===== config.mk =====
export PLATFORM = sky130hd
export DESIGN_NAME = scp_sys_ctl
export DESIGN_NICKNAME = d
export VERILOG_FILES = /design/src/scp_pkg.sv /design/src/scp_alt_if.sv /design/src/scp_sys_ctl.sv /design/src/scp_alt_reset.sv
export SDC_FILE = /design/constraint.sdc
export NUM_CORES = 1
export LEC_CHECK = 0
export ABC_AREA = 0
export ABC_CLOCK_PERIOD_IN_PS = 6600
export BUFFER_PORTS_ARGS = -buffer_cell sky130_fd_sc_hd__buf_2
export CELL_PAD_IN_SITES_DETAIL_PLACEMENT = 0
export CELL_PAD_IN_SITES_GLOBAL_PLACEMENT = 1
export CORE_AREA = 4 4 141 143
export CTS_CLUSTER_DIAMETER = 60
export DETAILED_ROUTE_END_ITERATION = 10
export DIE_AREA = 0 0 145 147
export PLACE_DENSITY_LB_ADDON = 0.25
export RECOVER_POWER = 25
export SLEW_MARGIN = 20
export SYNTH_ARGS = -nofsm -noshare
export SYNTH_HDL_FRONTEND = slang
export SYNTH_SLANG_ARGS = --single-unit

===== constraint.sdc =====
create_clock -name clk_in -period 6.6 [get_ports clk_in]
set_input_delay 1.32 -clock clk_in [delete_from_list [all_inputs] [get_ports clk_in]]
set_output_delay 1.32 -clock clk_in [all_outputs]
set_load 0.03 [all_outputs]

===== src/scp_pkg.sv =====
package scp_pkg;

    // ==========================================================
    // i/o port addresses
    localparam logic [15:0] PORT_B_ADDR = 16'h0061;
    localparam logic [15:0] PORT_A_ADDR = 16'h0092;
    localparam logic [15:0] ARB_ADDR = 16'h0090;
    localparam logic [15:0] CRAM_IDX_ADDR = 16'h0070;
    localparam logic [15:0] CRAM_DATA_ADDR = 16'h0071;

    // ==========================================================
    // port b bit positions
    localparam int unsigned PB_TICK_CLR = 7;
    localparam int unsigned PB_PAR_LATCH = 7;
    localparam int unsigned PB_CHK_LATCH = 6;
    localparam int unsigned PB_T2_OUT = 5;
    localparam int unsigned PB_REFRESH = 4;
    localparam int unsigned PB_CHK_EN_N = 3;
    localparam int unsigned PB_PAR_EN_N = 2;
    localparam int unsigned PB_SPK_EN = 1;
    localparam int unsigned PB_T2_GATE = 0;

    // ==========================================================
    // port a bit positions
    localparam int unsigned PA_LAMP_HI = 7;
    localparam int unsigned PA_LAMP_LO = 6;
    localparam int unsigned PA_WDOG = 4;
    localparam int unsigned PA_LOCK = 3;
    localparam int unsigned PA_A20 = 1;
    localparam int unsigned PA_ALT_RST = 0;

    // ==========================================================
    // other bit positions
    localparam int unsigned ARB_NMI_BIT = 6;
    localparam int unsigned IDX_MASK_BIT = 7;

    // ==========================================================
    // reset values
    localparam logic NMI_MASK_RST = 1'b1;
    localparam logic CHECK_EN_N_RST = 1'b1;
    localparam logic [1:0] LAMP_RST = 2'h0;
    localparam logic A20_RST = 1'b0;
    localparam logic ALT_RST = 1'b0;
    localparam logic [7:0] PWD_RST = 8'h00;
    localparam logic [7:0] RD_ZERO = 8'h00;

    // ==========================================================
    // password area of the clock ram index space
    localparam logic [6:0] PWD_BASE = 7'h38;
    localparam int unsigned PWD_BYTES = 8;

    // ==========================================================
    // timing
    localparam int unsigned CLK_NS = 10;
    localparam int unsigned ALT_PULSE_MIN_NS = 100;
    localparam int unsigned ALT_PULSE_MAX_NS = 125;
    localparam int unsigned CPU_RST_DELAY_NS = 6720;
    localparam int unsigned ALT_SEQ_NS = 13400;
    localparam int unsigned ALT_PULSE_CYC = (ALT_PULSE_MIN_NS + CLK_NS - 1) / CLK_NS;
    localparam int unsigned CPU_RST_DELAY_CYC = (CPU_RST_DELAY_NS + CLK_NS - 1) / CLK_NS;
    localparam int unsigned ALT_SEQ_CYC = ALT_SEQ_NS / CLK_NS;
    localparam int unsigned SEQ_CNT_W = 11;

    // ==========================================================
    // alternate reset sequencer states
    typedef enum logic [1:0] {
        SCP_IDLE = 2'b00,
        SCP_PULSE = 2'b01,
        SCP_WAIT = 2'b10,
        SCP_HOLD = 2'b11
    } scp_seq_t;

endpackage : scp_pkg


===== src/scp_alt_if.sv =====
`timescale 1ns/1ps

// ==========================================================
// link between port logic and alternate reset sequencer
interface scp_alt_if;
    logic start;
    logic busy;
    logic alt_pulse;
    logic cpu_reset;

    modport ctl (output start, input busy, input alt_pulse, input cpu_reset);
    modport seq (input start, output busy, output alt_pulse, output cpu_reset);
endinterface : scp_alt_if


===== src/scp_sys_ctl.sv =====
`timescale 1ns/1ps

module scp_sys_ctl
    import scp_pkg::*;
(
    input wire logic clk_in,
    input wire logic rst_in,
    input wire logic por_in,
    input wire logic [15:0] io_addr_in,
    input wire logic io_wr_in,
    input wire logic io_rd_in,
    input wire logic [7:0] io_wdata_in,
    input wire logic parity_err_in,
    input wire logic chan_check_in,
    input wire logic chan_timeout_in,
    input wire logic watchdog_to_in,
    input wire logic timer2_out_in,
    input wire logic refresh_req_in,
    output logic [7:0] io_rdata_out,
    output logic nmi_out,
    output logic arb_halt_out,
    output logic tick_interrupt_request_clear_out,
    output logic speaker_data_en_out,
    output logic timer2_gate_out,
    output logic disk_lamp_out,
    output logic address_bit_twenty_gate_out,
    output logic alt_reset_out,
    output logic cpu_reset_out,
    output logic password_locked_out
);

    // ==========================================================
    // decode
    function automatic logic hit(input logic [15:0] addr, input logic [15:0] port);
        hit = (addr == port);
    endfunction : hit

    function automatic logic in_pwd(input logic [6:0] idx);
        in_pwd = (idx >= PWD_BASE) && (idx < PWD_BASE + 7'(PWD_BYTES));
    endfunction : in_pwd

    logic wr_b;
    logic wr_a;
    logic wr_arb;
    logic wr_idx;
    logic wr_data;
    logic rd_data;

    always_comb begin
        wr_b = 1'b0;
        wr_a = 1'b0;
        wr_arb = 1'b0;
        wr_idx = 1'b0;
        wr_data = 1'b0;
        if (io_wr_in && hit(io_addr_in, PORT_B_ADDR)) begin
            wr_b = 1'b1;
        end else if (io_wr_in && hit(io_addr_in, PORT_A_ADDR)) begin
            wr_a = 1'b1;
        end else if (io_wr_in && hit(io_addr_in, ARB_ADDR)) begin
            wr_arb = 1'b1;
        end else if (io_wr_in && hit(io_addr_in, CRAM_IDX_ADDR)) begin
            wr_idx = 1'b1;
        end else if (io_wr_in && hit(io_addr_in, CRAM_DATA_ADDR)) begin
            wr_data = 1'b1;
        end
    end

    assign rd_data = io_rd_in && hit(io_addr_in, CRAM_DATA_ADDR);

    // ==========================================================
    // clock ram index and nmi mask
    logic nmi_mask_ff;
    logic [6:0] cram_idx_ff;

    always_ff @(posedge clk_in) begin
        if (por_in) begin
            nmi_mask_ff <= NMI_MASK_RST;
        end else if (wr_idx) begin
            nmi_mask_ff <= io_wdata_in[IDX_MASK_BIT];
        end
    end

    always_ff @(posedge clk_in) begin
        if (por_in || rst_in) begin
            cram_idx_ff <= '0;
        end else if (wr_idx) begin
            cram_idx_ff <= io_wdata_in[6:0];
        end
    end

    // ==========================================================
    // port b control bits
    logic chk_en_n_ff;
    logic par_en_n_ff;
    logic spk_en_ff;
    logic t2_gate_ff;
    logic tick_clr_ff;

    always_ff @(posedge clk_in) begin
        if (por_in) begin
            chk_en_n_ff <= CHECK_EN_N_RST;
            par_en_n_ff <= CHECK_EN_N_RST;
        end else if (wr_b) begin
            chk_en_n_ff <= io_wdata_in[PB_CHK_EN_N];
            par_en_n_ff <= io_wdata_in[PB_PAR_EN_N];
        end
    end

    always_ff @(posedge clk_in) begin
        if (por_in || rst_in) begin
            spk_en_ff <= 1'b0;
            t2_gate_ff <= 1'b0;
        end else if (wr_b) begin
            spk_en_ff <= io_wdata_in[PB_SPK_EN];
            t2_gate_ff <= io_wdata_in[PB_T2_GATE];
        end
    end

    always_ff @(posedge clk_in) begin
        if (por_in || rst_in) begin
            tick_clr_ff <= 1'b0;
        end else begin
            tick_clr_ff <= wr_b && io_wdata_in[PB_TICK_CLR];
        end
    end

    // ==========================================================
    // check latches, refresh toggle, watchdog status
    logic par_latch_ff;
    logic chk_latch_ff;
    logic refresh_ff;
    logic wdog_ff;

    // a disabled check holds its latch clear; an event sets it only while enabled
    always_ff @(posedge clk_in) begin
        if (por_in || rst_in) begin
            par_latch_ff <= 1'b0;
            chk_latch_ff <= 1'b0;
        end else begin
            if (parity_err_in && !par_en_n_ff) begin
                par_latch_ff <= 1'b1;
            end else if (par_en_n_ff) begin
                par_latch_ff <= 1'b0;
            end
            if (chan_check_in && !chk_en_n_ff) begin
                chk_latch_ff <= 1'b1;
            end else if (chk_en_n_ff) begin
                chk_latch_ff <= 1'b0;
            end
        end
    end

    always_ff @(posedge clk_in) begin
        if (por_in || rst_in) begin
            refresh_ff <= 1'b0;
        end else if (refresh_req_in) begin
            refresh_ff <= !refresh_ff;
        end
    end

    always_ff @(posedge clk_in) begin
        if (por_in || rst_in) begin
            wdog_ff <= 1'b0;
        end else if (watchdog_to_in) begin
            wdog_ff <= 1'b1;
        end
    end

    // ==========================================================
    // nmi and arbitration halt
    logic nmi_ff;
    logic nmi_event;

    assign nmi_event = ((par_latch_ff || chk_latch_ff) && !nmi_mask_ff)
        || chan_timeout_in || watchdog_to_in;

    always_ff @(posedge clk_in) begin
        if (rst_in || por_in) begin
            nmi_ff <= 1'b0;
        end else if (nmi_event) begin
            nmi_ff <= 1'b1;
        end else if (wr_arb && !io_wdata_in[ARB_NMI_BIT]) begin
            nmi_ff <= 1'b0;
        end
    end

    // ==========================================================
    // port a
    logic [1:0] lamp_ff;
    logic lock_ff;
    logic a20_ff;
    logic alt_bit_ff;
    logic alt_start_ff;

    always_ff @(posedge clk_in) begin
        if (por_in) begin
            lamp_ff <= LAMP_RST;
        end else if (wr_a) begin
            lamp_ff <= io_wdata_in[PA_LAMP_HI:PA_LAMP_LO];
        end
    end

    // only a power-up clears the lock
    always_ff @(posedge clk_in) begin
        if (por_in) begin
            lock_ff <= 1'b0;
        end else if (wr_a && io_wdata_in[PA_LOCK]) begin
            lock_ff <= 1'b1;
        end
    end

    always_ff @(posedge clk_in) begin
        if (por_in || rst_in) begin
            a20_ff <= A20_RST;
        end else if (wr_a) begin
            a20_ff <= io_wdata_in[PA_A20];
        end
    end

    always_ff @(posedge clk_in) begin
        if (por_in || rst_in) begin
            alt_bit_ff <= ALT_RST;
            alt_start_ff <= 1'b0;
        end else begin
            alt_start_ff <= wr_a && io_wdata_in[PA_ALT_RST] && !alt_bit_ff;
            if (wr_a) begin
                alt_bit_ff <= io_wdata_in[PA_ALT_RST];
            end
        end
    end

    // ==========================================================
    // alternate reset sequencer
    scp_alt_if alt_link ();

    assign alt_link.start = alt_start_ff;

    scp_alt_reset u_alt_reset (
        .clk_in(clk_in),
        .rst_in(rst_in || por_in),
        .alt(alt_link.seq)
    );

    // ==========================================================
    // password area
    logic [7:0] pwd_mem [PWD_BYTES];
    logic [2:0] pwd_sel;

    assign pwd_sel = 3'(cram_idx_ff - PWD_BASE);

    always_ff @(posedge clk_in) begin
        if (por_in) begin
            for (int i = 0; i < PWD_BYTES; i++) begin
                pwd_mem[i] <= PWD_RST;
            end
        end else if (wr_data && in_pwd(cram_idx_ff) && !lock_ff) begin
            pwd_mem[pwd_sel] <= io_wdata_in;
        end
    end

    // ==========================================================
    // read data
    logic [7:0] nxt_rdata;

    always_comb begin
        nxt_rdata = RD_ZERO;
        if (io_rd_in && hit(io_addr_in, PORT_B_ADDR)) begin
            nxt_rdata[PB_PAR_LATCH] = par_latch_ff;
            nxt_rdata[PB_CHK_LATCH] = chk_latch_ff;
            nxt_rdata[PB_T2_OUT] = timer2_out_in;
            nxt_rdata[PB_REFRESH] = refresh_ff;
            nxt_rdata[PB_CHK_EN_N] = chk_en_n_ff;
            nxt_rdata[PB_PAR_EN_N] = par_en_n_ff;
            nxt_rdata[PB_SPK_EN] = spk_en_ff;
            nxt_rdata[PB_T2_GATE] = t2_gate_ff;
        end else if (io_rd_in && hit(io_addr_in, PORT_A_ADDR)) begin
            nxt_rdata[PA_LAMP_HI:PA_LAMP_LO] = lamp_ff;
            nxt_rdata[PA_WDOG] = wdog_ff;
            nxt_rdata[PA_LOCK] = lock_ff;
            nxt_rdata[PA_A20] = a20_ff;
            nxt_rdata[PA_ALT_RST] = alt_bit_ff;
        end else if (rd_data && in_pwd(cram_idx_ff) && !lock_ff) begin
            nxt_rdata = pwd_mem[pwd_sel];
        end
    end

    always_ff @(posedge clk_in) begin
        if (por_in || rst_in) begin
            io_rdata_out <= RD_ZERO;
        end else begin
            io_rdata_out <= nxt_rdata;
        end
    end

    // ==========================================================
    // output registers
    always_ff @(posedge clk_in) begin
        if (por_in || rst_in) begin
            nmi_out <= 1'b0;
            arb_halt_out <= 1'b0;
            tick_interrupt_request_clear_out <= 1'b0;
            speaker_data_en_out <= 1'b0;
            timer2_gate_out <= 1'b0;
            disk_lamp_out <= 1'b0;
            address_bit_twenty_gate_out <= A20_RST;
            alt_reset_out <= 1'b0;
            cpu_reset_out <= 1'b0;
            password_locked_out <= 1'b0;
        end else begin
            nmi_out <= nmi_ff;
            arb_halt_out <= nmi_ff;
            tick_interrupt_request_clear_out <= tick_clr_ff;
            speaker_data_en_out <= spk_en_ff;
            timer2_gate_out <= t2_gate_ff;
            disk_lamp_out <= |lamp_ff;
            address_bit_twenty_gate_out <= a20_ff;
            alt_reset_out <= alt_link.alt_pulse;
            cpu_reset_out <= alt_link.cpu_reset;
            password_locked_out <= lock_ff;
        end
    end

    // ==========================================================
    // checks
    chk_nmi_raise_watchdog: assert property (@(posedge clk_in) disable iff (rst_in || por_in)
        watchdog_to_in |=> nmi_ff ##1 nmi_out)
        else $error("watchdog timeout did not raise nmi");

    chk_arb_halt_hold: assert property (@(posedge clk_in) disable iff (rst_in || por_in)
        (nmi_ff && !(wr_arb && !io_wdata_in[ARB_NMI_BIT])) |=> nmi_ff)
        else $error("arbitration halt dropped without clear");

    chk_nmi_sys_reset: assert property (@(posedge clk_in)
        rst_in |=> !nmi_ff)
        else $error("system reset left nmi pending");

    chk_mask_blocks_checks: assert property (@(posedge clk_in) disable iff (rst_in || por_in)
        (nmi_mask_ff && !nmi_ff && !chan_timeout_in && !watchdog_to_in) |=> !nmi_ff)
        else $error("masked source raised nmi");

    chk_tick_clear_pulse: assert property (@(posedge clk_in) disable iff (rst_in || por_in)
        (wr_b && io_wdata_in[PB_TICK_CLR]) |=> ##1 tick_interrupt_request_clear_out)
        else $error("tick latch clear not issued");

    chk_refresh_toggle: assert property (@(posedge clk_in) disable iff (rst_in || por_in)
        refresh_req_in |=> (refresh_ff != $past(refresh_ff)))
        else $error("refresh bit did not toggle");

    chk_lock_sticky: assert property (@(posedge clk_in) disable iff (por_in)
        lock_ff |=> lock_ff)
        else $error("security lock cleared without power cycle");

    chk_alt_bit_latched: assert property (@(posedge clk_in) disable iff (rst_in || por_in)
        (alt_link.busy && !wr_a) |=> alt_bit_ff == $past(alt_bit_ff))
        else $error("alternate reset bit changed during sequence");

endmodule : scp_sys_ctl


===== src/scp_alt_reset.sv =====
`timescale 1ns/1ps

module scp_alt_reset
    import scp_pkg::*;
(
    input wire logic clk_in,
    input wire logic rst_in,
    scp_alt_if.seq alt
);

    // ==========================================================
    // sequencer
    scp_seq_t state_ff;
    scp_seq_t nxt_state;
    logic [SEQ_CNT_W-1:0] cnt_ff;
    logic pulse_ff;
    logic cpu_rst_ff;
    logic busy_ff;

    always_comb begin
        nxt_state = state_ff;
        case (state_ff)
            SCP_IDLE: begin
                if (alt.start) begin
                    nxt_state = SCP_PULSE;
                end
            end
            SCP_PULSE: begin
                if (cnt_ff == SEQ_CNT_W'(ALT_PULSE_CYC - 1)) begin
                    nxt_state = SCP_WAIT;
                end
            end
            SCP_WAIT: begin
                if (cnt_ff == SEQ_CNT_W'(CPU_RST_DELAY_CYC - 1)) begin
                    nxt_state = SCP_HOLD;
                end
            end
            SCP_HOLD: begin
                if (cnt_ff == SEQ_CNT_W'(ALT_SEQ_CYC - 1)) begin
                    nxt_state = SCP_IDLE;
                end
            end
            default: nxt_state = SCP_IDLE;
        endcase
    end

    always_ff @(posedge clk_in) begin
        if (rst_in) begin
            state_ff <= SCP_IDLE;
        end else begin
            state_ff <= nxt_state;
        end
    end

    always_ff @(posedge clk_in) begin
        if (rst_in || nxt_state == SCP_IDLE || state_ff == SCP_IDLE) begin
            cnt_ff <= '0;
        end else begin
            cnt_ff <= cnt_ff + SEQ_CNT_W'(1);
        end
    end

    // pulse then delayed processor reset, all inside the sequence time
    always_ff @(posedge clk_in) begin
        if (rst_in) begin
            pulse_ff <= 1'b0;
            cpu_rst_ff <= 1'b0;
            busy_ff <= 1'b0;
        end else begin
            pulse_ff <= (nxt_state == SCP_PULSE);
            cpu_rst_ff <= (nxt_state == SCP_HOLD);
            busy_ff <= (nxt_state != SCP_IDLE);
        end
    end

    // length of the current pulse, for the width check
    logic [3:0] pulse_len_ff;

    always_ff @(posedge clk_in) begin
        if (rst_in || !pulse_ff) begin
            pulse_len_ff <= '0;
        end else begin
            pulse_len_ff <= pulse_len_ff + 4'h1;
        end
    end

    assign alt.alt_pulse = pulse_ff;
    assign alt.cpu_reset = cpu_rst_ff;
    assign alt.busy = busy_ff;

    // ==========================================================
    // checks
    chk_alt_pulse_start: assert property (@(posedge clk_in) disable iff (rst_in)
        (state_ff == SCP_IDLE && alt.start) |=> pulse_ff)
        else $error("alternate reset pulse did not start");

    chk_alt_pulse_width: assert property (@(posedge clk_in) disable iff (rst_in)
        $fell(pulse_ff) |-> pulse_len_ff == 4'(ALT_PULSE_CYC))
        else $error("alternate reset pulse width wrong");

    chk_alt_pulse_max: assert property (@(posedge clk_in) disable iff (rst_in)
        pulse_len_ff <= 4'(ALT_PULSE_CYC))
        else $error("alternate reset pulse too long");

    chk_cpu_reset_delay: assert property (@(posedge clk_in) disable iff (rst_in)
        (cpu_rst_ff && state_ff == SCP_HOLD) |-> cnt_ff >= SEQ_CNT_W'(CPU_RST_DELAY_CYC - 1))
        else $error("processor reset came too early");

    chk_seq_bound: assert property (@(posedge clk_in) disable iff (rst_in)
        cnt_ff <= SEQ_CNT_W'(ALT_SEQ_CYC - 1))
        else $error("alternate reset sequence ran too long");

endmodule : scp_alt_reset


; ---- Word level (Yosys, flattened, before mapping)
; Memory sizes are Yosys's and may differ from the RTL's.
; Cells that the tools add are included.
[op_classes]
addsub = 2
magnitude_cmp = 2
n_eq_ne = 13
muxes = 41
n_reduce_logical = 41
[ops]
columns = cell, n
row1 = 16-bit by 7-bit equality test with 1-bit output (second input constant), 3
row2 = 16-bit by 8-bit equality test with 1-bit output (second input constant), 2
row3 = 1-bit 2-to-1 mux, 29
row4 = 8-bit 2-to-1 mux, 3
row5 = 1-bit logical AND, 21
row6 = 2-bit 2-to-1 mux, 7
row7 = 11-bit by 1-bit adder with 11-bit output (second input constant), 1
row8 = 11-bit by 10-bit equality test with 1-bit output (second input constant), 1
row9 = 11-bit equality test (second input constant), 1
row10 = 11-bit by 4-bit equality test with 1-bit output (second input constant), 1
row11 = 2-bit case mux with 4 select lines, 1
row12 = 8-bit OR reduction, 1
row13 = 7-bit by 6-bit greater-or-equal comparator with 1-bit output (second input constant), 1
row14 = 1-bit logical NOT, 7
row15 = 7-bit less-than comparator (second input constant), 1
row16 = 2-bit equality test (second input constant), 3
row17 = 1-bit logical OR, 6
row18 = 2-bit nonzero test, 3
row19 = 2-bit by 1-bit equality test with 1-bit output (second input constant), 2
row20 = 2-bit logical NOT, 2
row21 = 3-bit 2-to-1 mux, 1
row22 = 3-bit by 1-bit subtractor with 3-bit output (second input constant), 1
row23 = 2-bit OR reduction, 1
[word_totals]
reg_bits = 56
mem_bits_rw = 64
in_bits = 35
output_inout_bits = 18
n_memories = 1
[memory_table]
columns = memory, depth, width, read_ports, rd_clocked_by_memory_dff, wr, line_no
row1 = pwd_mem, 8, 8, 1, 0, 8, scp_sys_ctl.sv:246  ; logic [7:0] pwd_mem [PWD_BYTES];

; ---- Depth between registers and ports, before layout
; Gate-level depths: netlist (run 1).
[depth]
word_depth = 14
ltp_mapped = 6
ltp_nobuf = 6

; ---- Cells and area by module
; From an unflattened synthesis (run 1), not the netlist that was laid out.
[hier_totals]
hier_cells = 453
hier_area_um2 = 5332.6
[modules_own_cells]
columns = mod, n_inst, cells_per_inst, area_each_um2
row1 = scp_sys_ctl, 1, 377, 4593.2
row2 = scp_alt_reset, 1, 76, 739.5

; ---- Worst setup path after synthesis (run 1)
; No wires, ideal clock.
[synth_timing]
path_type = in2reg
from = in io_addr_in[1]
to = mem pwd_mem[2][0], enable pin
arrival_time_ps = 3161
t_required_ps = 6271
setup_slack_ps = 3110
path_stages = 6
path_buffers = 2
path_cell_list = or3_1 buf_2 or4_4 buf_6 nor4_4 or2_1
[synth_rtl]
columns = element, line_no
row1 = from (decl), scp_sys_ctl.sv:9  ; input wire logic [15:0] io_addr_in,
row2 = to (decl), scp_sys_ctl.sv:246

==> impl_metrics.toml, run 1 <==
[outcome]
status = "finished with violations"
violations = "capacitance limit, slew limit"

[yosys]
ys_types = 48
synth_top_area_share = 0.3495
yosys_most_used_dff = "edfxtp_1"
synth_top_area_cell = "edfxtp_1"
synth_edf_count = 64
yosysWarnings = 0
yosysSeqAreaShare = 0.5643
ys_async_sr_fraction = 0
syn-num-nets = 521
syn-cell-area_mm2 = 0.005499
netlist_instances = 484
ys_seq_elements = 123
synth_area_leaders = "edfxtp_1 35%, dfxtp_1 21%, and2_1 8.4%"
avgSynthCellArea_um2 = 11.36

[global_routing]
grt-ovfl-total = 0
grt_pass1_wl_um = 22800
grt_pass1_vias = 3781
grt_usage = 0.1417
antenna_found_initial = 0
grt_max_degree = 33

[power_and_ir_drop]
seqPwrFrac = 0.457
net-switching-power_uw = 399.2
power_density_mw_per_mm2 = 277.6
leakagePower_uw = 0.002154
power_frac_comb = 0.031
intPower_uw = 1412
total_power_uw = 1811
vdd_drop_max_uv = 172.1
swShare = 0.2205
pwr-share-clk = 0.511

[sta]
timing_max_transition_violations_final = 27
timing.hold.ws_ns = 0.4423
fin_crit_ns = 4.261
clock.fmax_ghz = 0.2347
worst_slew_pin_slew_ns = 1.662
slew_headroom = -0.1077
finalSetupTns_ns = 0
setup_ws_ns = 2.339
period_share = 0.6456
setup_viol = 0
final-hold-violation-count = 0
rsz0062_at_grt = "no"
skew_ns = 0.01161

[clock_tree]
clock_sinks = 123
clkTransAtPathRegs_ns = 0.06
cts_resized = 0
ctsHoldBuffers = 0
htree_levels = 4
post_cts_buffers = 0
cts_tree = "yes"
cts_buffer_depth = 2
cts_root_buf = "clkbuf_16"
clk_latency_ns = 0.42
cts_buffers = 17

[worst_setup_path]
worst-setup-path-type = "input pin to flop"
crit_chain = "buf_2, nor4_1, nand4b_2, nor4_4, or2_1"
setup.worst_path.end_class = "flop"
slowest_delay_ns = 1.16
cp_data_required_time_ns = 6.68
slowest_stage = "nor4_1"
cp-start-kind = "input pin"
arrival_ns = 4.34
ff2ff_setup_slack_ns = 4.19
critical_path.max_fanout = 9

[floorplanning]
fp-row-count = 50
coreArea_mm2 = 0.01858
dieArea_mm2 = 0.02132
initial_utilization = 0.2960
die_h_um = 147
dieWidth_um = 145
io_pins = 53

[place]
dp_slack_ns = 2.353
numPortBuffers = 52
hpwl_um = 10460
gp_congestion = 0.7795
placed_cells = 742

[route]
antenna_left = 0
routed_wl_um = 14730
routedWlPerCell_um = 19.03
vias_per_cell = 4.885
drc = 0
dr_wl_met3_um = 631
vias = 3781
maxUsedRoutingLayer = "met4"
first_iter_violations = 228
dr_wl_met2_um = 7163
firstDrtPassIters = 4
wl_met1_um = 6578

[finish]
final_common_cell = "and2_1"
drive_gt1_frac = 0.1593
fin_nets = 564
layout_common_cells = "67 x and2_1, 64 x edfxtp_1, 58 x dfxtp_1"
area_delta_synth_final_pct = 18.63
stdcell_count = 774
n_antenna_cell = 0

[job]
maxCapViolations = 1

[min_path]
hold_path.class = "flop to flop"
==> cells in the mapped netlist (4+ instances only) <==
cell type and number:
a21oi_1 20, a22oi_1 16, a32oi_1 4, and2_1 74
and4_1 4, buf_1 7, clkbuf_1 20, dfxtp_1 59
edfxtp_1 64, inv_1 5, mux2i_1 32, nand2_1 7
nand3_1 24, nand3b_1 7, nand4_1 12, nor2_1 29
nor2b_1 4, nor3_1 12, nor4_4 8, o21ai_0 18
o31ai_1 4, or2_1 6, xnor2_1 7
==> cell families after synthesis <==
| logic type | after synthesis | synth area share |
|---|---|---|
| muxes | 32 | 0.05825 |
| adders and majority gates | 2 | 0.004550 |
| and+or+nand+nor | 212 | 0.2510 |
| xor gates and xnor gates | 10 | 0.01593 |
| AOI/OAI and AO/OA | 69 | 0.07896 |
| buffers and inverters | 36 | 0.02708 |
| DFF | 123 | 0.5643 |
==> sequential cells by signal, indices dropped and copies added, names as in the netlist, 2 cells and up, named ones only <==
register / cells
lamp_ff: 2
u_alt_reset.cnt_ff: 11
io_rdata_out: 8
cram_idx_ff: 7
pwd_mem: 64
u_alt_reset.state_ff: 2
==> path summary, 6_finish.rpt <==
kind	cells past startpoint	from	endpoint
setup / recovery	5	io_addr_in[9]	pwd_mem[7][7]
hold / removal	1	u_alt_reset.alt.alt_pulse	alt_reset_out
setup reg to reg	4	lock_ff	pwd_mem[7][7]
hold reg to reg	1	u_alt_reset.alt.alt_pulse	alt_reset_out
==> power by group through the flow <==
stage,Clock [uW],Combinational (uW),Sequential (uW)
3_5_place_dp,0,57.5,844
5_1_grt,982,61.4,829
6_report,926,56.7,828
2_1_floorplan,0,26.9,841
4_1_cts,943,57.8,828
3_3_place_gp,0,56.6,844
==> routing by layer <==
metal	vias up	global-route usage
met5	-	0
li1	1863	-
met2	85	0.2291
met3	22	0.03331
met4	0	0.06271
met1	1811	0.1819
==> stage by stage <==
step                  util  instance area, um^2
floorplan                -                 5499
global placement    0.3207                 5958
detailed placement  0.3207                 5958
CTS                 0.3529                 6558
global route        0.3511                 6524
finish              0.3511                 6524
==> layout make-up <==
class	count	area (um^2)
clock buffer	20	489.2
tap	234	292.8
multi-input combinational	325	2253
sequential	123	3104
timing repair buffer	55	255.2
clock inverter	12	110.1
inverter	5	18.77
fill	1840	12060
==> critical path, delay by kind of cell <==
family | cells | cell delay, ns
buffers and inverters | 1 | 0.10
and+or+nand+nor | 4 | 2.92
Power figures use the tool's default switching activity.
==> run 2, diff against run 1 <==
- ABC_CLOCK_PERIOD_IN_PS: 6600 -> 3500
- clock period: 6.6 -> 3.5 ns (I/O delays scaled with it)
==> impl_metrics.toml, run 2 (synthesized netlist as in run 1, its figures left out) <==
[finish]
layout_common_cells = "68 x and2_1, 64 x edfxtp_1, 58 x dfxtp_1"
n_antenna_cell = 0
largest_register_ff_count = 64
reg_top3 = "pwd_mem (64), u_alt_reset.cnt_ff (11), io_rdata_out (8)"
drive_gt1_frac = 0.1618
finish.utilization = 0.3543
area_delta_synth_final_pct = 19.70
fin_nets = 568
final_common_cell = "and2_1"
stdcell_count = 778
regMostFlops = "pwd_mem"

[worst_setup_path]
reg2reg_from = "lock_ff"
slowest_stage = "or2_0"
crit_buf_inv = 2
cp-start-kind = "input pin"
worst-setup-path-type = "input pin to flop"
startpoint = "por_in"
arrival_ns = 3.15
crit_chain = "clkbuf_1, or2_0, nor2_1, o21ai_0, buf_4, nor2_1"
cpLargestDelayFamily = "simple AND/OR/NAND/NOR gates"
setup.worst_path.end_class = "flop"
slowest_delay_ns = 1.27
path_depth = 6
endpoint = "u_alt_reset.cnt_ff[3]"
reg2reg_depth = 4
cp_data_required_time_ns = 3.80
cp_common_cell = "nor2_1"
critical_path.max_fanout = 26
ff2ff_setup_slack_ns = 1.13
rr_endpoint = "pwd_mem[7][1]"

[floorplanning]
fp-row-count = 50
initial_utilization = 0.2960
coreArea_mm2 = 0.01858
die_h_um = 147
dieWidth_um = 145
io_pins = 53
dieArea_mm2 = 0.02132

[route]
drc = 0
routedWlPerCell_um = 18.56
vias = 3831
first_iter_violations = 228
antenna_left = 0
vias_per_cell = 4.924
firstDrtPassIters = 5
routed_wl_um = 14440

[global_routing]
grt_pass1_wl_um = 22540
grt_pass1_vias = 3878
grt-ovfl-total = 0
grt_max_degree = 33
antenna_found_initial = 1
grt_usage = 0.1390

[sta]
final-hold-violation-count = 0
slew_headroom = -0.06309
clock.fmax_ghz = 0.3514
timing_max_transition_violations_final = 27
worst_slew_pin_slew_ns = 1.595
skew_ns = 0.01021
period_share = 0.8131
finalSetupTns_ns = 0
rsz0062_at_grt = "no"
setup_viol = 0
fin_crit_ns = 2.846

[clock_tree]
cts_tree = "yes"
htree_levels = 4
clock_sinks = 123
post_cts_buffers = 0
cts_buffer_depth = 2
clk_latency_ns = 0.41
cts_root_buf = "clkbuf_16"
clkTransAtPathRegs_ns = 0.06
cts_buffers = 17
ctsHoldBuffers = 0
cts_resized = 0

[power_and_ir_drop]
leakagePower_uw = 0.002180
total_power_uw = 3505
vdd_drop_max_uv = 384.2
power_density_mw_per_mm2 = 532.4

[outcome]
violations = "capacitance limit, slew limit"
status = "finished with violations"

[place]
hpwl_um = 10420
numPortBuffers = 52
placed_cells = 746
gp_congestion = 0.8480

[job]
maxCapViolations = 1

[min_path]
hold_path.class = "flop to flop"
==> run 2: per-stage QoR <==
step | worst slack (ns) | hold WS (ns) | area (um^2)
floorplan | 0.6299 | 0.4057 | 5499
global placement | 0.3862 | 0.4396 | 5988
detailed placement | 0.2739 | 0.4311 | 5988
CTS | 0.7049 | 0.4463 | 6611
global route | 0.3832 | 0.4696 | 6583
finish | 0.6541 | 0.4477 | 6583
==> run 2: cell type report <==
cell class	instances	area, um^2
clock buffers	18	429.2
clock inverters	14	193.9
fillers	1855	12000
inverters	5	18.77
multi-input cells	325	2260
flip-flops and latches	123	3104
well taps	234	292.8
repair buffers	59	284.0
==> run 2: worst min-delay path by stage <==
stage / from / endpoint / slack, ns / cells past startpoint
5_1_grt: chk_en_n_ff / chk_latch_ff / 0.47 / 1
2_1_floorplan: u_alt_reset.alt.alt_pulse / alt_reset_out / 0.41 / 1
3_5_place_dp: u_alt_reset.alt.cpu_reset / cpu_reset_out / 0.43 / 1
3_3_place_gp: u_alt_reset.alt.cpu_reset / cpu_reset_out / 0.44 / 1
6_report: tick_clr_ff / tick_interrupt_request_clear_out / 0.45 / 1
4_1_cts: tick_clr_ff / tick_interrupt_request_clear_out / 0.45 / 1
==> run 2: power breakdown <==
group          internal, uW  leakage, uW  switching (uW)  total (uW)
Sequential             1550      0.00110            12.6        1560
Clock                  1190     0.000303             641        1840
Combinational          31.7     0.000774            75.7         107
Total                  2780      0.00218             730        3500
==> run 2: per-layer routing <==
| layer | global-route usage | part of all wire | up-vias |
|---|---|---|---|
| met5 | 0 | 0 | - |
| met2 | 0.2347 | 0.50 | 93 |
| met4 | 0.05558 | 0.017 | 0 |
| li1 | - | - | 1869 |
| met3 | 0.03085 | 0.043 | 19 |
| met1 | 0.1738 | 0.44 | 1850 |
